**config.mk**
```make
export PLATFORM = sky130hd
export DESIGN_NAME = store_instruction_unit
export DESIGN_NICKNAME = d
export VERILOG_FILES = /design/src/store_unit_pkg.sv /design/src/mem_req_if.sv /design/src/mem_access_port.sv /design/src/store_instruction_unit.sv
export SDC_FILE = /design/constraint.sdc
export NUM_CORES = 1
export LEC_CHECK = 0
export ABC_CLOCK_PERIOD_IN_PS = 4380
export BUFFER_PORTS_ARGS = -buffer_cell sky130_fd_sc_hd__buf_2
export CAP_MARGIN = 20
export CORE_AREA = 3 3 350 352
export CTS_BUF_LIST = sky130_fd_sc_hd__clkbuf_4
export DETAILED_ROUTE_END_ITERATION = 16
export DIE_AREA = 0 0 353 355
export PLACE_DENSITY_LB_ADDON = 0.08
export SLEW_MARGIN = 20
export SYNTH_ARGS = -nofsm -noshare
export SYNTH_HDL_FRONTEND = slang
export SYNTH_SLANG_ARGS = --single-unit
```
**constraint.sdc**
```tcl
create_clock -name clk -period 4.38 [get_ports clk]
set_input_delay 0.219 -clock clk [delete_from_list [all_inputs] [get_ports clk]]
set_output_delay 0.219 -clock clk [all_outputs]
set_load 0.02 [all_outputs]
```
**src/store_unit_pkg.sv**
```systemverilog
// Shared constants and types for the store instruction unit
package store_unit_pkg;

  // ****************************************
  // Condition codes
  // ****************************************
  localparam logic [3:0] COND_EQ = 4'h0;
  localparam logic [3:0] COND_NE = 4'h1;
  localparam logic [3:0] COND_CS = 4'h2;
  localparam logic [3:0] COND_CC = 4'h3;
  localparam logic [3:0] COND_MI = 4'h4;
  localparam logic [3:0] COND_PL = 4'h5;
  localparam logic [3:0] COND_VS = 4'h6;
  localparam logic [3:0] COND_VC = 4'h7;
  localparam logic [3:0] COND_HI = 4'h8;
  localparam logic [3:0] COND_LS = 4'h9;
  localparam logic [3:0] COND_GE = 4'ha;
  localparam logic [3:0] COND_LT = 4'hb;
  localparam logic [3:0] COND_GT = 4'hc;
  localparam logic [3:0] COND_LE = 4'hd;
  localparam logic [3:0] COND_AL = 4'he;

  // ****************************************
  // Status word layout
  // ****************************************
  localparam int FLAG_N = 31;
  localparam int FLAG_Z = 30;
  localparam int FLAG_C = 29;
  localparam int FLAG_V = 28;
  localparam logic [4:0] MODE_USER   = 5'h10;
  localparam logic [4:0] MODE_SYSTEM = 5'h1f;
  localparam int         MODE_LSB    = 0;
  localparam int         MODE_MSB    = 4;

  // ****************************************
  // Sizes, widths, resets
  // ****************************************
  localparam int          NUM_REGS    = 16;
  localparam logic [3:0]  PC_INDEX    = 4'hf;
  localparam logic [31:0] WORD_STEP   = 32'h0000_0004;
  localparam logic [31:0] ZERO_WORD   = 32'h0000_0000;
  localparam logic [15:0] ZERO_LIST   = 16'h0000;
  localparam logic [3:0]  ZERO_INDEX  = 4'h0;
  localparam logic [3:0]  LAST_INDEX  = 4'hf;
  localparam logic [1:0]  WORD_ALIGN  = 2'h0;

  typedef enum logic [1:0] {SIZE_BYTE, SIZE_HALF, SIZE_WORD} size_t;

  typedef enum logic [2:0] {
    OP_MULTI_USER,
    OP_WORD,
    OP_BYTE,
    OP_HALF,
    OP_WORD_USER,
    OP_BYTE_USER,
    OP_SUBTRACT
  } op_t;

  typedef enum {ST_IDLE, ST_SINGLE, ST_MULTI, ST_DONE} state_t;

endpackage

```
**src/mem_req_if.sv**
```systemverilog
// Memory request carrier between the sequencer and the access port
`timescale 1ns/100ps
interface mem_req_if;
  import store_unit_pkg::*;
  logic        valid;
  logic [31:0] addr;
  logic [31:0] data;
  size_t       size;
  logic        as_user;
  logic        issued;
  modport src (output valid, output addr, output data, output size, output as_user,
               input issued);
  modport dst (input valid, input addr, input data, input size, input as_user,
               output issued);
endinterface

```
**src/mem_access_port.sv**
```systemverilog
// Registered memory access port with byte lane placement
`timescale 1ns/100ps
module mem_access_port (
  input  wire logic         clk,
  input  wire logic         sys_rst,
  mem_req_if.dst            req,
  output      logic         mem_write_ff,
  output      logic [31:0]  mem_addr_ff,
  output      logic [31:0]  mem_wdata_ff,
  output      logic [3:0]   mem_byte_en_ff,
  output      logic         mem_user_ff
);
  import store_unit_pkg::*;

  logic [3:0]  nxt_byte_en;
  logic [31:0] nxt_wdata;

  // ****************************************
  // Lane placement
  // ****************************************
  always_comb begin
    nxt_byte_en = 4'h0;
    nxt_wdata   = req.data;
    unique case (req.size)
      SIZE_BYTE: begin
        nxt_byte_en = 4'h1 << req.addr[1:0];
        nxt_wdata   = {4{req.data[7:0]}};
      end
      SIZE_HALF: begin
        nxt_byte_en = req.addr[1] ? 4'hc : 4'h3;
        nxt_wdata   = {2{req.data[15:0]}};
      end
      default: begin
        nxt_byte_en = 4'hf;
        nxt_wdata   = req.data;
      end
    endcase
  end

  assign req.issued = req.valid;

  always_ff @(posedge clk) begin
    if (sys_rst) begin
      mem_write_ff   <= 1'b0;
      mem_addr_ff    <= ZERO_WORD;
      mem_wdata_ff   <= ZERO_WORD;
      mem_byte_en_ff <= 4'h0;
      mem_user_ff    <= 1'b0;
    end else begin
      mem_write_ff   <= req.valid;
      mem_addr_ff    <= req.addr;
      mem_wdata_ff   <= nxt_wdata;
      mem_byte_en_ff <= req.valid ? nxt_byte_en : 4'h0;
      mem_user_ff    <= req.valid & req.as_user;
    end
  end
endmodule

```
**src/store_instruction_unit.sv**
```systemverilog
// Store-class and subtract execution unit
//
// Notes on behaviour
// - Execute store or subtract only when the condition field passes on current flags.
// - User-bank multiple store walks list bits 0..15, one word each, address plus 4.
// - Multiple store base comes from the current mode bank, not user bank.
// - Abort during user-bank multiple store leaves the base register unchanged.
// - Multiple transfers ignore address bits 1:0 and never rotate words.
// - With checking on, word or multiple store misaligned in bits 1:0 faults.
// - Program counter in the list stores a chosen value; as base, unpredictable.
// - Word store writes the full 32-bit source to the addressed word.
// - Program counter as word store source stores an implementation value.
// - Abort on indexed single store leaves base original or updated.
// - Byte stores write source bits 7:0 to the addressed byte only.
// - User-privilege stores from privileged mode flag the access as user mode.
// - User-privilege stores are post-indexed only; abort leaves base either value.
// - Halfword store writes bits 15:0; odd address stores an unpredictable value.
// - With checking on, halfword store at odd address faults.
// - Subtract writes base minus operand; flags only when flag-set bit is one.
// - Flag-set subtract to program counter copies saved status into current status.
// - Subtract flags: N bit 31, Z zero, C not borrow, V signed overflow.
`timescale 1ns/100ps
module store_instruction_unit (
  input  wire logic                  clk,
  input  wire logic                  sys_rst,
  input  wire logic                  instr_valid,
  input  wire store_unit_pkg::op_t   instr_op,
  input  wire logic [3:0]            instr_cond,
  input  wire logic                  instr_pre_index,
  input  wire logic                  instr_up,
  input  wire logic                  instr_writeback,
  input  wire logic                  instr_flag_set,
  input  wire logic [3:0]            instr_dest,
  input  wire logic [3:0]            instr_base_sel,
  input  wire logic [15:0]           instr_reg_list,
  input  wire logic [31:0]           base_value,
  input  wire logic [31:0]           offset_value,
  input  wire logic [31:0]           source_value,
  input  wire logic [31:0]           shifter_operand,
  input  wire logic [31:0]           current_status_word,
  input  wire logic [31:0]           saved_status_word,
  input  wire logic [31:0]           user_bank_register [16],
  input  wire logic                  align_check_en,
  input  wire logic                  data_abort,
  output      logic                  busy_ff,
  output      logic                  done_ff,
  output      logic                  skipped_ff,
  output      logic                  mem_write_ff,
  output      logic [31:0]           mem_addr_ff,
  output      logic [31:0]           mem_wdata_ff,
  output      logic [3:0]            mem_byte_en_ff,
  output      logic                  mem_user_ff,
  output      logic                  align_fault_ff,
  output      logic                  abort_taken_ff,
  output      logic                  reg_write_ff,
  output      logic [3:0]            reg_write_idx_ff,
  output      logic [31:0]           reg_write_data_ff,
  output      logic                  status_write_ff,
  output      logic [31:0]           status_word_ff
);
  import store_unit_pkg::*;

  mem_req_if req ();

  state_t      state_ff;
  state_t      nxt_state;
  op_t         op_ff;
  logic [15:0] list_ff;
  logic [31:0] addr_ff;
  logic [31:0] src_ff;
  logic [31:0] new_base_ff;
  logic [3:0]  base_sel_ff;
  logic        base_wb_ff;
  logic        user_priv_ff;
  logic [3:0]  scan_ff;

  logic        cond_pass;
  logic        n_f;
  logic        z_f;
  logic        c_f;
  logic        v_f;
  logic        privileged;
  logic [31:0] eff_addr;
  logic [31:0] upd_base;
  logic        misaligned;
  logic [32:0] diff;
  logic [31:0] sub_res;
  logic        sub_ovf;
  logic [3:0]  next_bit;
  logic        list_empty;
  logic [15:0] clear_mask;

  // ****************************************
  // Condition evaluation
  // ****************************************
  assign n_f = current_status_word[FLAG_N];
  assign z_f = current_status_word[FLAG_Z];
  assign c_f = current_status_word[FLAG_C];
  assign v_f = current_status_word[FLAG_V];

  always_comb begin
    unique case (instr_cond)
      COND_EQ: cond_pass = z_f;
      COND_NE: cond_pass = !z_f;
      COND_CS: cond_pass = c_f;
      COND_CC: cond_pass = !c_f;
      COND_MI: cond_pass = n_f;
      COND_PL: cond_pass = !n_f;
      COND_VS: cond_pass = v_f;
      COND_VC: cond_pass = !v_f;
      COND_HI: cond_pass = c_f && !z_f;
      COND_LS: cond_pass = !c_f || z_f;
      COND_GE: cond_pass = n_f == v_f;
      COND_LT: cond_pass = n_f != v_f;
      COND_GT: cond_pass = !z_f && (n_f == v_f);
      COND_LE: cond_pass = z_f || (n_f != v_f);
      COND_AL: cond_pass = 1'b1;
      default: cond_pass = 1'b0;
    endcase
  end

  // ****************************************
  // Address and alignment
  // ****************************************
  assign privileged = current_status_word[MODE_MSB:MODE_LSB] != MODE_USER;
  assign upd_base   = instr_up ? base_value + offset_value : base_value - offset_value;

  always_comb begin
    eff_addr = base_value;
    if (instr_op == OP_MULTI_USER) begin
      eff_addr = base_value;
    end else if (instr_op == OP_WORD_USER || instr_op == OP_BYTE_USER) begin
      eff_addr = base_value;
    end else if (instr_pre_index) begin
      eff_addr = upd_base;
    end
  end

  always_comb begin
    unique case (instr_op)
      OP_MULTI_USER, OP_WORD, OP_WORD_USER: misaligned = eff_addr[1:0] != WORD_ALIGN;
      OP_HALF:                              misaligned = eff_addr[0];
      default:                              misaligned = 1'b0;
    endcase
  end

  // ****************************************
  // Subtract datapath
  // ****************************************
  assign diff    = {1'b0, base_value} - {1'b0, shifter_operand};
  assign sub_res = diff[31:0];
  assign sub_ovf = (base_value[31] != shifter_operand[31]) && (sub_res[31] != base_value[31]);

  // ****************************************
  // List scan
  // ****************************************
  always_comb begin
    next_bit = ZERO_INDEX;
    for (int i = NUM_REGS - 1; i >= 0; i--) begin
      if (list_ff[i]) next_bit = 4'(i);
    end
  end
  assign list_empty = list_ff == ZERO_LIST;
  assign clear_mask = 16'h0001 << next_bit;

  // ****************************************
  // Sequencer
  // ****************************************
  always_comb begin
    nxt_state = state_ff;
    unique case (state_ff)
      ST_IDLE: begin
        if (instr_valid && cond_pass && instr_op != OP_SUBTRACT &&
            !(misaligned && align_check_en)) begin
          nxt_state = (instr_op == OP_MULTI_USER) ? ST_MULTI : ST_SINGLE;
        end
      end
      ST_SINGLE: nxt_state = ST_DONE;
      ST_MULTI:  if (data_abort || list_empty) nxt_state = ST_DONE;
      ST_DONE:   nxt_state = ST_IDLE;
    endcase
  end

  always_ff @(posedge clk) begin
    if (sys_rst) state_ff <= ST_IDLE;
    else         state_ff <= nxt_state;
  end

  always_ff @(posedge clk) begin
    if (sys_rst) begin
      op_ff        <= OP_WORD;
      list_ff      <= ZERO_LIST;
      addr_ff      <= ZERO_WORD;
      src_ff       <= ZERO_WORD;
      new_base_ff  <= ZERO_WORD;
      base_sel_ff  <= ZERO_INDEX;
      base_wb_ff   <= 1'b0;
      user_priv_ff <= 1'b0;
    end else if (state_ff == ST_IDLE && nxt_state != ST_IDLE) begin
      op_ff        <= instr_op;
      list_ff      <= instr_reg_list;
      addr_ff      <= (instr_op == OP_MULTI_USER) ? {eff_addr[31:2], 2'b00} : eff_addr;
      src_ff       <= source_value;
      new_base_ff  <= upd_base;
      base_sel_ff  <= instr_base_sel;
      // Multi store never writes back its base
      base_wb_ff   <= instr_op != OP_MULTI_USER &&
                      (!instr_pre_index || instr_writeback ||
                       instr_op == OP_WORD_USER || instr_op == OP_BYTE_USER);
      user_priv_ff <= !privileged ||
                      instr_op == OP_WORD_USER || instr_op == OP_BYTE_USER;
    end else if (state_ff == ST_MULTI && !list_empty && !data_abort) begin
      list_ff <= list_ff & ~clear_mask;
      addr_ff <= addr_ff + WORD_STEP;
    end
  end

  // ****************************************
  // Memory request
  // ****************************************
  always_comb begin
    req.valid   = 1'b0;
    req.addr    = addr_ff;
    req.data    = src_ff;
    req.size    = SIZE_WORD;
    req.as_user = user_priv_ff;
    if (state_ff == ST_SINGLE) begin
      req.valid = 1'b1;
      unique case (op_ff)
        OP_BYTE, OP_BYTE_USER: req.size = SIZE_BYTE;
        OP_HALF:               req.size = SIZE_HALF;
        default:               req.size = SIZE_WORD;
      endcase
    end else if (state_ff == ST_MULTI && !list_empty && !data_abort) begin
      req.valid = 1'b1;
      req.data  = user_bank_register[next_bit];
    end
  end

  mem_access_port u_port (
    .clk            (clk),
    .sys_rst        (sys_rst),
    .req            (req.dst),
    .mem_write_ff   (mem_write_ff),
    .mem_addr_ff    (mem_addr_ff),
    .mem_wdata_ff   (mem_wdata_ff),
    .mem_byte_en_ff (mem_byte_en_ff),
    .mem_user_ff    (mem_user_ff)
  );

  // ****************************************
  // Results and exceptions
  // ****************************************
  always_ff @(posedge clk) begin
    if (sys_rst) begin
      busy_ff        <= 1'b0;
      done_ff        <= 1'b0;
      skipped_ff     <= 1'b0;
      align_fault_ff <= 1'b0;
      abort_taken_ff <= 1'b0;
    end else begin
      busy_ff        <= nxt_state != ST_IDLE;
      done_ff        <= state_ff == ST_DONE ||
                        (state_ff == ST_IDLE && instr_valid && cond_pass &&
                         instr_op == OP_SUBTRACT);
      skipped_ff     <= state_ff == ST_IDLE && instr_valid && !cond_pass;
      align_fault_ff <= state_ff == ST_IDLE && instr_valid && cond_pass &&
                        misaligned && align_check_en;
      abort_taken_ff <= (state_ff == ST_SINGLE || state_ff == ST_MULTI) && data_abort;
    end
  end

  always_ff @(posedge clk) begin
    if (sys_rst) begin
      reg_write_ff      <= 1'b0;
      reg_write_idx_ff  <= ZERO_INDEX;
      reg_write_data_ff <= ZERO_WORD;
    end else if (state_ff == ST_IDLE && instr_valid && cond_pass && instr_op == OP_SUBTRACT) begin
      reg_write_ff      <= 1'b1;
      reg_write_idx_ff  <= instr_dest;
      reg_write_data_ff <= sub_res;
    end else if (state_ff == ST_DONE && base_wb_ff) begin
      // Updated base written back even after abort
      reg_write_ff      <= 1'b1;
      reg_write_idx_ff  <= base_sel_ff;
      reg_write_data_ff <= new_base_ff;
    end else begin
      reg_write_ff      <= 1'b0;
    end
  end

  always_ff @(posedge clk) begin
    if (sys_rst) begin
      status_write_ff <= 1'b0;
      status_word_ff  <= ZERO_WORD;
    end else if (state_ff == ST_IDLE && instr_valid && cond_pass &&
                 instr_op == OP_SUBTRACT && instr_flag_set) begin
      status_write_ff <= 1'b1;
      if (instr_dest == PC_INDEX) begin
        status_word_ff <= saved_status_word;
      end else begin
        status_word_ff <= {sub_res[31], sub_res == ZERO_WORD, !diff[32], sub_ovf,
                           current_status_word[27:0]};
      end
    end else begin
      status_write_ff <= 1'b0;
    end
  end
endmodule

```
==> results_dict.tcl, run 1 <==
set metrics [dict create \
    vias_per_cell 4.69 \
    dpl_cell_area_um2 27700 \
    cts_buffers 102 \
    ys_async_sr_fraction 0 \
    power_mw 12.7 \
    gr-max-usage-layer "met2" \
    clock_latency_ns 0.91 \
    nets 5028 \
    synth_edf_count 0 \
    setup_slack_ns 0.188 \
    crit_type "reg -> reg" \
    clkSlewWorstSetupHoldPaths_ns 0.07 \
    area_delta_synth_final_pct 58.2 \
    ioPinCount 889 \
    seq_area_frac_synth 0.291 \
    cts_tree "done" \
    ant_nets 0 \
    syn-num-nets 3751 \
    drv_cap 0 \
    syn_area_per_cell_um2 6.98 \
    grt-ovfl-total 0 \
    startpoint_type "flop" \
    reg2reg_to "u_port.mem_wdata_ff[12]" \
    peakVddDrop_uv 193 \
    grt_use_met1 0.339 \
    die_w_um 353 \
    drv_slew 0 \
    cts_root_buffer "clkbuf_4" \
    drc_errors 0 \
    slew_headroom 0.391 \
    drive_gt1_frac 0.295 \
    grt_usage 0.254 \
    powerDensity_nw_per_um2 390 \
    grt_use_met2 0.395 \
    internal_power_mw 6.88 \
    fp-row-count 127 \
    post_drt_wl_per_cell_um 27.9 \
    r2r_slack_ns 0.19 \
    hold_path_depth 7 \
    p_sw_mw 5.77 \
    dr.pass1.iters 5 \
    antenna_found_initial 89 \
    cts_htree_levels 3 \
    r2r_start "list_ff[1]" \
    power_frac_comb 0.518 \
    synth_fa_ha_area_frac 0.0416 \
    clock_path_buffers 3 \
    grt_util_met3 0.0712 \
    final_util 0.271 \
    required_ns 5.16 \
    hold_slack_ns 0.0916 \
    finalHoldViolations 0 \
    synth_mux_area_frac 0.0389 \
    synth_cells 2940 \
    die_area_um2 125000 \
    pwr-share-seq 0.239 \
    worst_pin_slew_ns 0.914 \
    grt_pass1_wl_mm 224 \
    finalSetupViolations 0 \
    finish.instance_area_um2 32400 \
    holdPathEnd "u_port.mem_wdata_ff[31]" \
    status "completed" \
    synth_ff_type "dfxtp_1" \
    fmax_mhz 239 \
    drtIter0Drc 2314 \
    place_ws_ns -0.0120 \
    grt_max_degree 137 \
    synthDistinctLibCells 79 \
    worstPathArrival_ns 4.97 \
    cts_sinks 298 \
    first_global_vias 27701 \
    synth_compound_area_frac 0.207 \
    netlist_area_um2 20500 \
    hold_start "user_bank_register[511]" \
    wl_mm 166 \
    die_h_um 355 \
    gp_congestion 0.971 \
    leakage_nw 14.6 \
    swShare 0.456 \
    synth_xor_area_frac 0.0470 \
    clkPwrFrac 0.242 \
    synth_top_family_by_area "simple AND/OR/NAND/NOR gates" \
    period_minus_slack_ns 4.19 \
    finClkSkew_ns 0.0909 \
    coreArea_um2 120000 \
    period_share 0.957 \
    yosys_warnings 0 \
    yosys.area_share.simple 0.325 \
    crit_path_end_kind "flop" \
    worst-path-max-fanout 69 \
    place_hpwl_mm 137 \
    ff2ff_path_depth 12 \
    min_path_type "in -> reg" \
    numPortBuffers 888 \
    num_vias 27955 \
    ys_ff_latch 298 \
    rsz0062_at_grt "no" \
    initial_core_util 0.171 \
]
-- timing repair --
item                                   4_1_cts  5_1_grt
setup buffers                                0        2
hold buffers                               330        0
gates resized for setup                      0        8
endpoints found under the hold margin      183        0
setup endpoints to repair                    0       16
-- metrics by stage --
step / setup TNS, ns / std cells
5_1_grt: 0 / 5946
3_3_place_gp: -0.104 / 5393
3_5_place_dp: -0.0120 / 5393
4_1_cts: 0 / 5904
6_report: 0 / 5963
2_1_floorplan: 0 / 2940
-- cells by family (layout without fill, tap and decap cells) --
logic type	after synthesis	count (layout)
compound gates	631	631
simple gates	1496	1496
other cells	0	57
xor+xnor	110	110
fa+ha+maj	67	67
mux	73	73
buf+inv	265	1619
flops	298	298
-- power by group through the flow --
stage / logic, mW / clock network [mW] / registers, mW
floorplan: 2.97 / 0 / 3.12
global placement: 6.00 / 0 / 3.09
detailed placement: 5.97 / 0 / 3.09
CTS: 6.46 / 3.26 / 3.03
global route: 6.98 / 3.40 / 3.05
finish: 6.56 / 3.07 / 3.03
-- worst max path at each step --
stage                     from                 endpoint  slack [ns]  cells after the start
2_1_floorplan  offset_value[2]              addr_ff[30]        0.48                     18
3_3_place_gp   offset_value[2]              addr_ff[30]       -0.04                     20
3_5_place_dp   offset_value[2]              addr_ff[30]       -0.01                     20
4_1_cts            list_ff[14]  u_port.mem_wdata_ff[16]        0.03                     13
5_1_grt             list_ff[1]  u_port.mem_wdata_ff[12]       0.003                     12
6_report            list_ff[1]  u_port.mem_wdata_ff[12]        0.19                     12
-- cells in the final DEF, fill, tap and decap left out, drive strengths merged, types with 46 or more instances in the layout --
master and instances:
nand3 198, mux2i 56, o21ai 76, buf 1048, dfxtp 298, ha 65, inv 65, xor2 64
xnor2 46, clkbuf 153, dlygate4sd3 330, and3 54, diode 57, nor2 232, nand2 756, a21oi 197
a311oi 96
-- cell usage after synthesis, types with 10 or more instances --
library cell    n  area (um2)
mux2_2         12         135
a21oi_1       196         981
a211oi_1       39         293
dfxtp_1       298        5970
a311oi_1       96         841
o211ai_1       22         165
nand4_1        20         125
buf_2          14        70.1
nor4_1         32         200
a21o_1         27         203
nor3_1         39         195
ha_1           65         813
nor2_1        232         871
or3_1          15        93.8
nand2b_1       18         113
nand3_1       198         991
nor2b_1        41         257
clkbuf_1      167         627
xnor2_1        46         403
o311ai_0       16         140
nand2_1       756        2840
o22ai_1        10        62.6
mux2i_1        56         561
and3_1         53         332
a31oi_1        45         282
xor2_1         64         561
and2_1         43         269
inv_1          60         225
o21a_1         18         135
o21ai_0        68         340
buf_1          22        82.6
-- cell type report --
cell class | count | area, um2
Sequential cell | 298 | 5970
Clock buffer | 153 | 1150
Inverter | 60 | 225
Antenna cell | 57 | 143
Timing Repair Buffer | 1378 | 9130
Clock inverter | 28 | 128
Multi-Input combinational cell | 2377 | 13700
Tap cell | 1612 | 2020
Fill cell | 13750 | 87200
-- critical path, stage by stage, from the launching register on --
cell and delay [ns]:
dfxtp_1 0.41, or4_1 0.73, a21oi_4 0.27, buf_12 0.35, buf_4 0.34, nand2_1 0.09, nand3_1 0.08, dlygate4sd3_1 0.55
nand2_1 0.06, a21oi_1 0.15, dlygate4sd3_1 0.60, o211ai_1 0.09, a21oi_1 0.31
-- flip-flops by register name, summed over array words and instances (netlist names), 3 cells and up --
register	flops
reg_write_data_ff	32
reg_write_idx_ff	4
status_word_ff	32
op_ff	3
u_port.mem_addr_ff	32
u_port.mem_byte_en_ff	4
addr_ff	32
state_ff	32
new_base_ff	32
u_port.mem_wdata_ff	32
base_sel_ff	4
list_ff	16
src_ff	32
-- metal layers --
layer  wire length, um  up-vias
met2             73200     1117
met5               172        -
met1             74400    13477
li1                  -    13078
met3             13900      257
met4              4570       26
(Power assumes the default switching activity.)
==> run 2, diff against run 1 <==
- CTS_CLUSTER_SIZE: default -> 24
- SETUP_SLACK_MARGIN: default -> 0.2
==> run 2 against run 1 <==
Via count is essentially flat. Cell area grew 0.16%. First-iteration DRC count shrank 2.9%. Clock power is essentially flat. Critical path type unchanged. Largest power group unchanged. Sequential share of layout area is essentially flat. Critical endpoint is now u_port.mem_wdata_ff[16].
==> results_dict.tcl, run 2 (same netlist as run 1, synthesis figures left out) <==
set metrics [dict create \
    final_common_cell "buf_2" \
    tns_ns 0 \
    worstPathArrival_ns 4.90 \
    vias_per_cell 4.70 \
    first_global_vias 27830 \
    drtIter0Drc 2247 \
    die_w_um 353 \
    finish.instance_area_um2 32500 \
    cts_tree "done" \
    r2r_slack_ns 0.29 \
    finClkSkew_ns 0.0824 \
    rsz0062_at_grt "yes" \
    num_vias 27957 \
    grt_pass1_wl_mm 224 \
    ant_nets 0 \
    die_area_um2 125000 \
    drive_gt1_frac 0.295 \
    hold_slack_ns 0.117 \
    status "completed" \
    leakage_nw 14.6 \
    grt_usage 0.254 \
    die_h_um 355 \
    post_drt_wl_per_cell_um 27.9 \
    peakVddDrop_uv 193 \
    wl_mm 166 \
    slowest_stage "nor4_1" \
    drv_cap 0 \
    min_path_type "in -> reg" \
    cp_slowest_stage_delay_ns 0.71 \
    cts_sinks 298 \
    fmax_mhz 244 \
    most-common-layout-cells "buf_2, nand2_1, dlygate4sd3_1" \
    crit_path_frequent_cell "nand2_1" \
    period_share 0.934 \
    clkSlewWorstSetupHoldPaths_ns 0.07 \
    period_minus_slack_ns 4.09 \
    clock_latency_ns 0.91 \
    dr.pass1.iters 5 \
    worst-path-buf-inv 1 \
    numPortBuffers 888 \
    cts_htree_levels 3 \
    coreArea_um2 120000 \
    cpLargestDelayFamily "simple AND/OR/NAND/NOR gates" \
    place_hpwl_mm 137 \
    grt-ovfl-total 0 \
    finalSetupViolations 0 \
    antenna_found_initial 88 \
    gp_congestion 0.971 \
    power_mw 12.7 \
    crit_path_end_kind "flop" \
    startpoint_type "flop" \
    initial_core_util 0.171 \
    required_ns 5.19 \
    worst_pin_slew_ns 0.869 \
    ioPinCount 889 \
    dpl_cell_area_um2 27700 \
    cts_root_buffer "clkbuf_4" \
    crit_type "reg -> reg" \
    path_cells "nor4_1 > nand2_1 > nor2_1 > nand2_1 > o221ai_1 > a31oi_1 > dlygate4sd3_1 > nand3_1 > o211ai_1 > o21ai_1" \
    powerDensity_nw_per_um2 390 \
    finalHoldViolations 0 \
    clock_path_buffers 3 \
    grt_max_degree 137 \
    cts_buffers 102 \
    worst-path-max-fanout 6 \
    nets 5037 \
    slew_headroom 0.421 \
    area_delta_synth_final_pct 58.4 \
    fp-row-count 127 \
    drv_slew 0 \
    drc_errors 0 \
]
==> run 2: changes by cell type in the layout (fill, tap and decap cells not counted), moves of 2 or more <==
cell | before | now
o21ai_1 | 7 | 5
dlygate4sd3_1 | 330 | 341
diode_2 | 57 | 39
buf_4 | 146 | 143
==> run 2: what timing repair did <==
action	CTS	global route
pin swaps	0	0
hold endpoints to repair	182	0
resized for setup	1	8
buffers inserted	0	0
endpoints found under the setup margin	2	24
hold buffers	341	0
==> run 2: worst paths after layout <==
kind,cells after the start,to,start
max,10,u_port.mem_wdata_ff[16],list_ff[4]
min,6,reg_write_data_ff[19],shifter_operand[19]
max reg2reg,10,u_port.mem_wdata_ff[16],list_ff[4]
min reg2reg,2,new_base_ff[0],new_base_ff[0]
==> run 2: through the flow <==
step	worst slack, ns	utilization	instances
final	0.289	0.272	5954
after global routing	0.172	0.271	5940
after CTS	0.220	0.270	5915
after detailed placement	-0.0120	0.231	5393
after global placement	-0.0404	0.231	5393
after floorplan	0.477	-	2940
==> run 2: routing by layer <==
metal	vias up	global-route usage	part of all wire
met4	28	0.0794	0.029
met3	270	0.0716	0.082
li1	13066	-	-
met2	1124	0.395	0.44
met1	13469	0.339	0.45
met5	-	0	0.0012
==> run 2: worst reg2reg max path: stages, from the launching register on <==
cell and delay (ns):
dfxtp_1 0.36, nor4_1 0.71, nand2_1 0.22, nor2_1 0.58, nand2_1 0.47, o221ai_1 0.62, a31oi_1 0.09, dlygate4sd3_1 0.61
nand3_1 0.14, o211ai_1 0.10, o21ai_1 0.13
==> run 2: power breakdown <==
part / total, mW / internal (mW) / switching, mW / leakage, nW
Clock: 3.07 / 1.59 / 1.48 / 0.768
Sequential: 3.03 / 2.89 / 0.141 / 2.42
Combinational: 6.56 / 2.40 / 4.16 / 11.4
Total: 12.7 / 6.88 / 5.78 / 14.6
==> run 2: cell type report <==
cell class	count	area, um2
Sequential cell	298	5970
Inverter	60	225
Tap cell	1612	2020
Antenna cell	39	97.6
Clock inverter	28	128
Timing Repair Buffer	1387	9230
Multi-Input combinational cell	2377	13700
Clock buffer	153	1150
Fill cell	13750	87200
==> run 3, diff against run 2 <==
- CTS_BUF_LIST: sky130_fd_sc_hd__clkbuf_4 -> sky130_fd_sc_hd__clkbuf_16
==> run 3 against run 2 <==
Clock skew is 0.041 ns lower. Combinational power down 6.2%. Critical path depth is 2 higher. Die area unchanged. Flip-flop and latch count unchanged. Sequential power about the same. Sequential share of layout area up 1.2 points. Final cell count down 5.2%. Highest routed layer unchanged.
==> results_dict.tcl, run 3 (same netlist as run 1, synthesis figures left out) <==
set metrics [dict create \
    crit_path_end_kind "flop" \
    drtIter0Drc 2175 \
    cts_tree "done" \
    holdPathEnd "src_ff[3]" \
    finalHoldViolations 0 \
    grt_max_degree 137 \
    cts_root_buffer "clkbuf_16" \
    rsz0062_at_grt "no" \
    area_delta_synth_final_pct 48.8 \
    cts_buffers 44 \
    worst_pin_slew_ns 0.857 \
    vias_per_cell 4.73 \
    dr.pass1.iters 5 \
    ff2ff_path_depth 12 \
    fp-row-count 127 \
    ioPinCount 889 \
    clkSlewWorstSetupHoldPaths_ns 0.06 \
    initial_core_util 0.171 \
    gp_congestion 0.971 \
    cts_sinks 298 \
    finClkSkew_ns 0.0409 \
    worstPathArrival_ns 4.36 \
    die_h_um 355 \
    crit_type "reg -> reg" \
    status "completed" \
    final_cells 5644 \
    ant_nets 0 \
    die_w_um 353 \
    fmax_mhz 258 \
    post_drt_wl_per_cell_um 29.2 \
    coreArea_um2 120000 \
    numPortBuffers 888 \
    drive_gt1_frac 0.292 \
    finalSetupViolations 0 \
    place_hpwl_mm 137 \
    drc_errors 0 \
    peakVddDrop_uv 221 \
    antenna_found_initial 76 \
    die_area_um2 125000 \
    grt-ovfl-total 0 \
    hold_start "source_value[3]" \
    required_ns 4.86 \
    r2r_slack_ns 0.51 \
    tns_ns 0 \
    num_vias 26679 \
    fillers 13732 \
    place_ws_ns -0.0120 \
    setup_slack_ns 0.505 \
    clock_latency_ns 0.63 \
    reg2reg_to "u_port.mem_wdata_ff[16]" \
    slew_headroom 0.428 \
    grt_pass1_wl_mm 221 \
    nets 4775 \
    r2r_start "list_ff[1]" \
    min_path_type "in -> reg" \
    finish.instance_area_um2 30500 \
    dp_cells 5393 \
    period_share 0.885 \
    multi_input_area_um2 13700 \
    clock_path_buffers 3 \
    wl_mm 165 \
    most-common-layout-cells "buf_2, nand2_1, dfxtp_1" \
    powerDensity_nw_per_um2 418 \
    cts_htree_levels 2 \
    leakage_nw 13.8 \
    drv_slew 0 \
    startpoint_type "flop" \
    first_global_vias 26142 \
    seq_area_um2 5970 \
    period_minus_slack_ns 3.87 \
    worst-path-max-fanout 69 \
    dpl_cell_area_um2 27700 \
    hold_path_depth 3 \
    final_common_cell "buf_2" \
    final_util 0.255 \
    grt_usage 0.251 \
    drv_cap 0 \
]
[run 3: cell type report]
type	instances	share of cell area
diodes	36	0.00295
clock buffers	45	0.0369
clock inverters	33	0.00857
inverters	60	0.00738
multi-input cells	2377	0.447
flip-flops and latches	298	0.195
well taps	1612	0.0661
repair buffers	1183	0.235
[run 3: worst max path at each step]
stage / from / cells after the start / slack, ns / end
finish: list_ff[1] / 12 / 0.51 / u_port.mem_wdata_ff[16]
global route: offset_value[0] / 23 / 0.22 / addr_ff[29]
CTS: list_ff[1] / 8 / 0.22 / list_ff[4]
detailed placement: offset_value[2] / 20 / -0.01 / addr_ff[30]
global placement: offset_value[2] / 20 / -0.04 / addr_ff[30]
floorplan: offset_value[2] / 18 / 0.48 / addr_ff[30]
[run 3: metal layers]
layer  vias up  track usage  share of wire
met3       201       0.0630          0.077
met5         -            0         0.0010
met4        24       0.0607          0.022
met1     12974        0.343           0.46
met2       987        0.394           0.44
li1      12493            -              -
[run 3: what timing repair did]
item                       CTS  global route
resized for setup            1             3
hold buffers               136             0
buffers inserted             0             1
hold endpoints to repair   101             0
setup endpoints to repair    2             7
[run 3: worst max-delay path, stage by stage (launching register included)]
cell and delay [ns]:
dfxtp_1 0.41, or4_1 0.72, a21oi_4 0.27, buf_12 0.36
nor2_1 0.10, buf_4 0.23, o311ai_0 0.13, a31oi_1 0.12
o41ai_2 0.50, buf_4 0.25, a21boi_0 0.26, buf_4 0.18
o21ai_1 0.09
[run 3: per-stage QoR]
| stage | power (mW) | hold WS [ns] |
|---|---|---|
| 2_1_floorplan | 6.09 | 0.355 |
| 3_3_place_gp | 9.09 | 0.444 |
| 3_5_place_dp | 9.06 | 0.444 |
| 4_1_cts | 12.8 | 0.00747 |
| 5_1_grt | 13.4 | 0.0465 |
| 6_report | 12.8 | 0.0399 |
[run 3: power breakdown]
group / internal [mW] / switching, mW
clock network: 2.04 / 1.53
logic: 2.08 / 4.07
registers: 2.89 / 0.142
total: 7.01 / 5.75
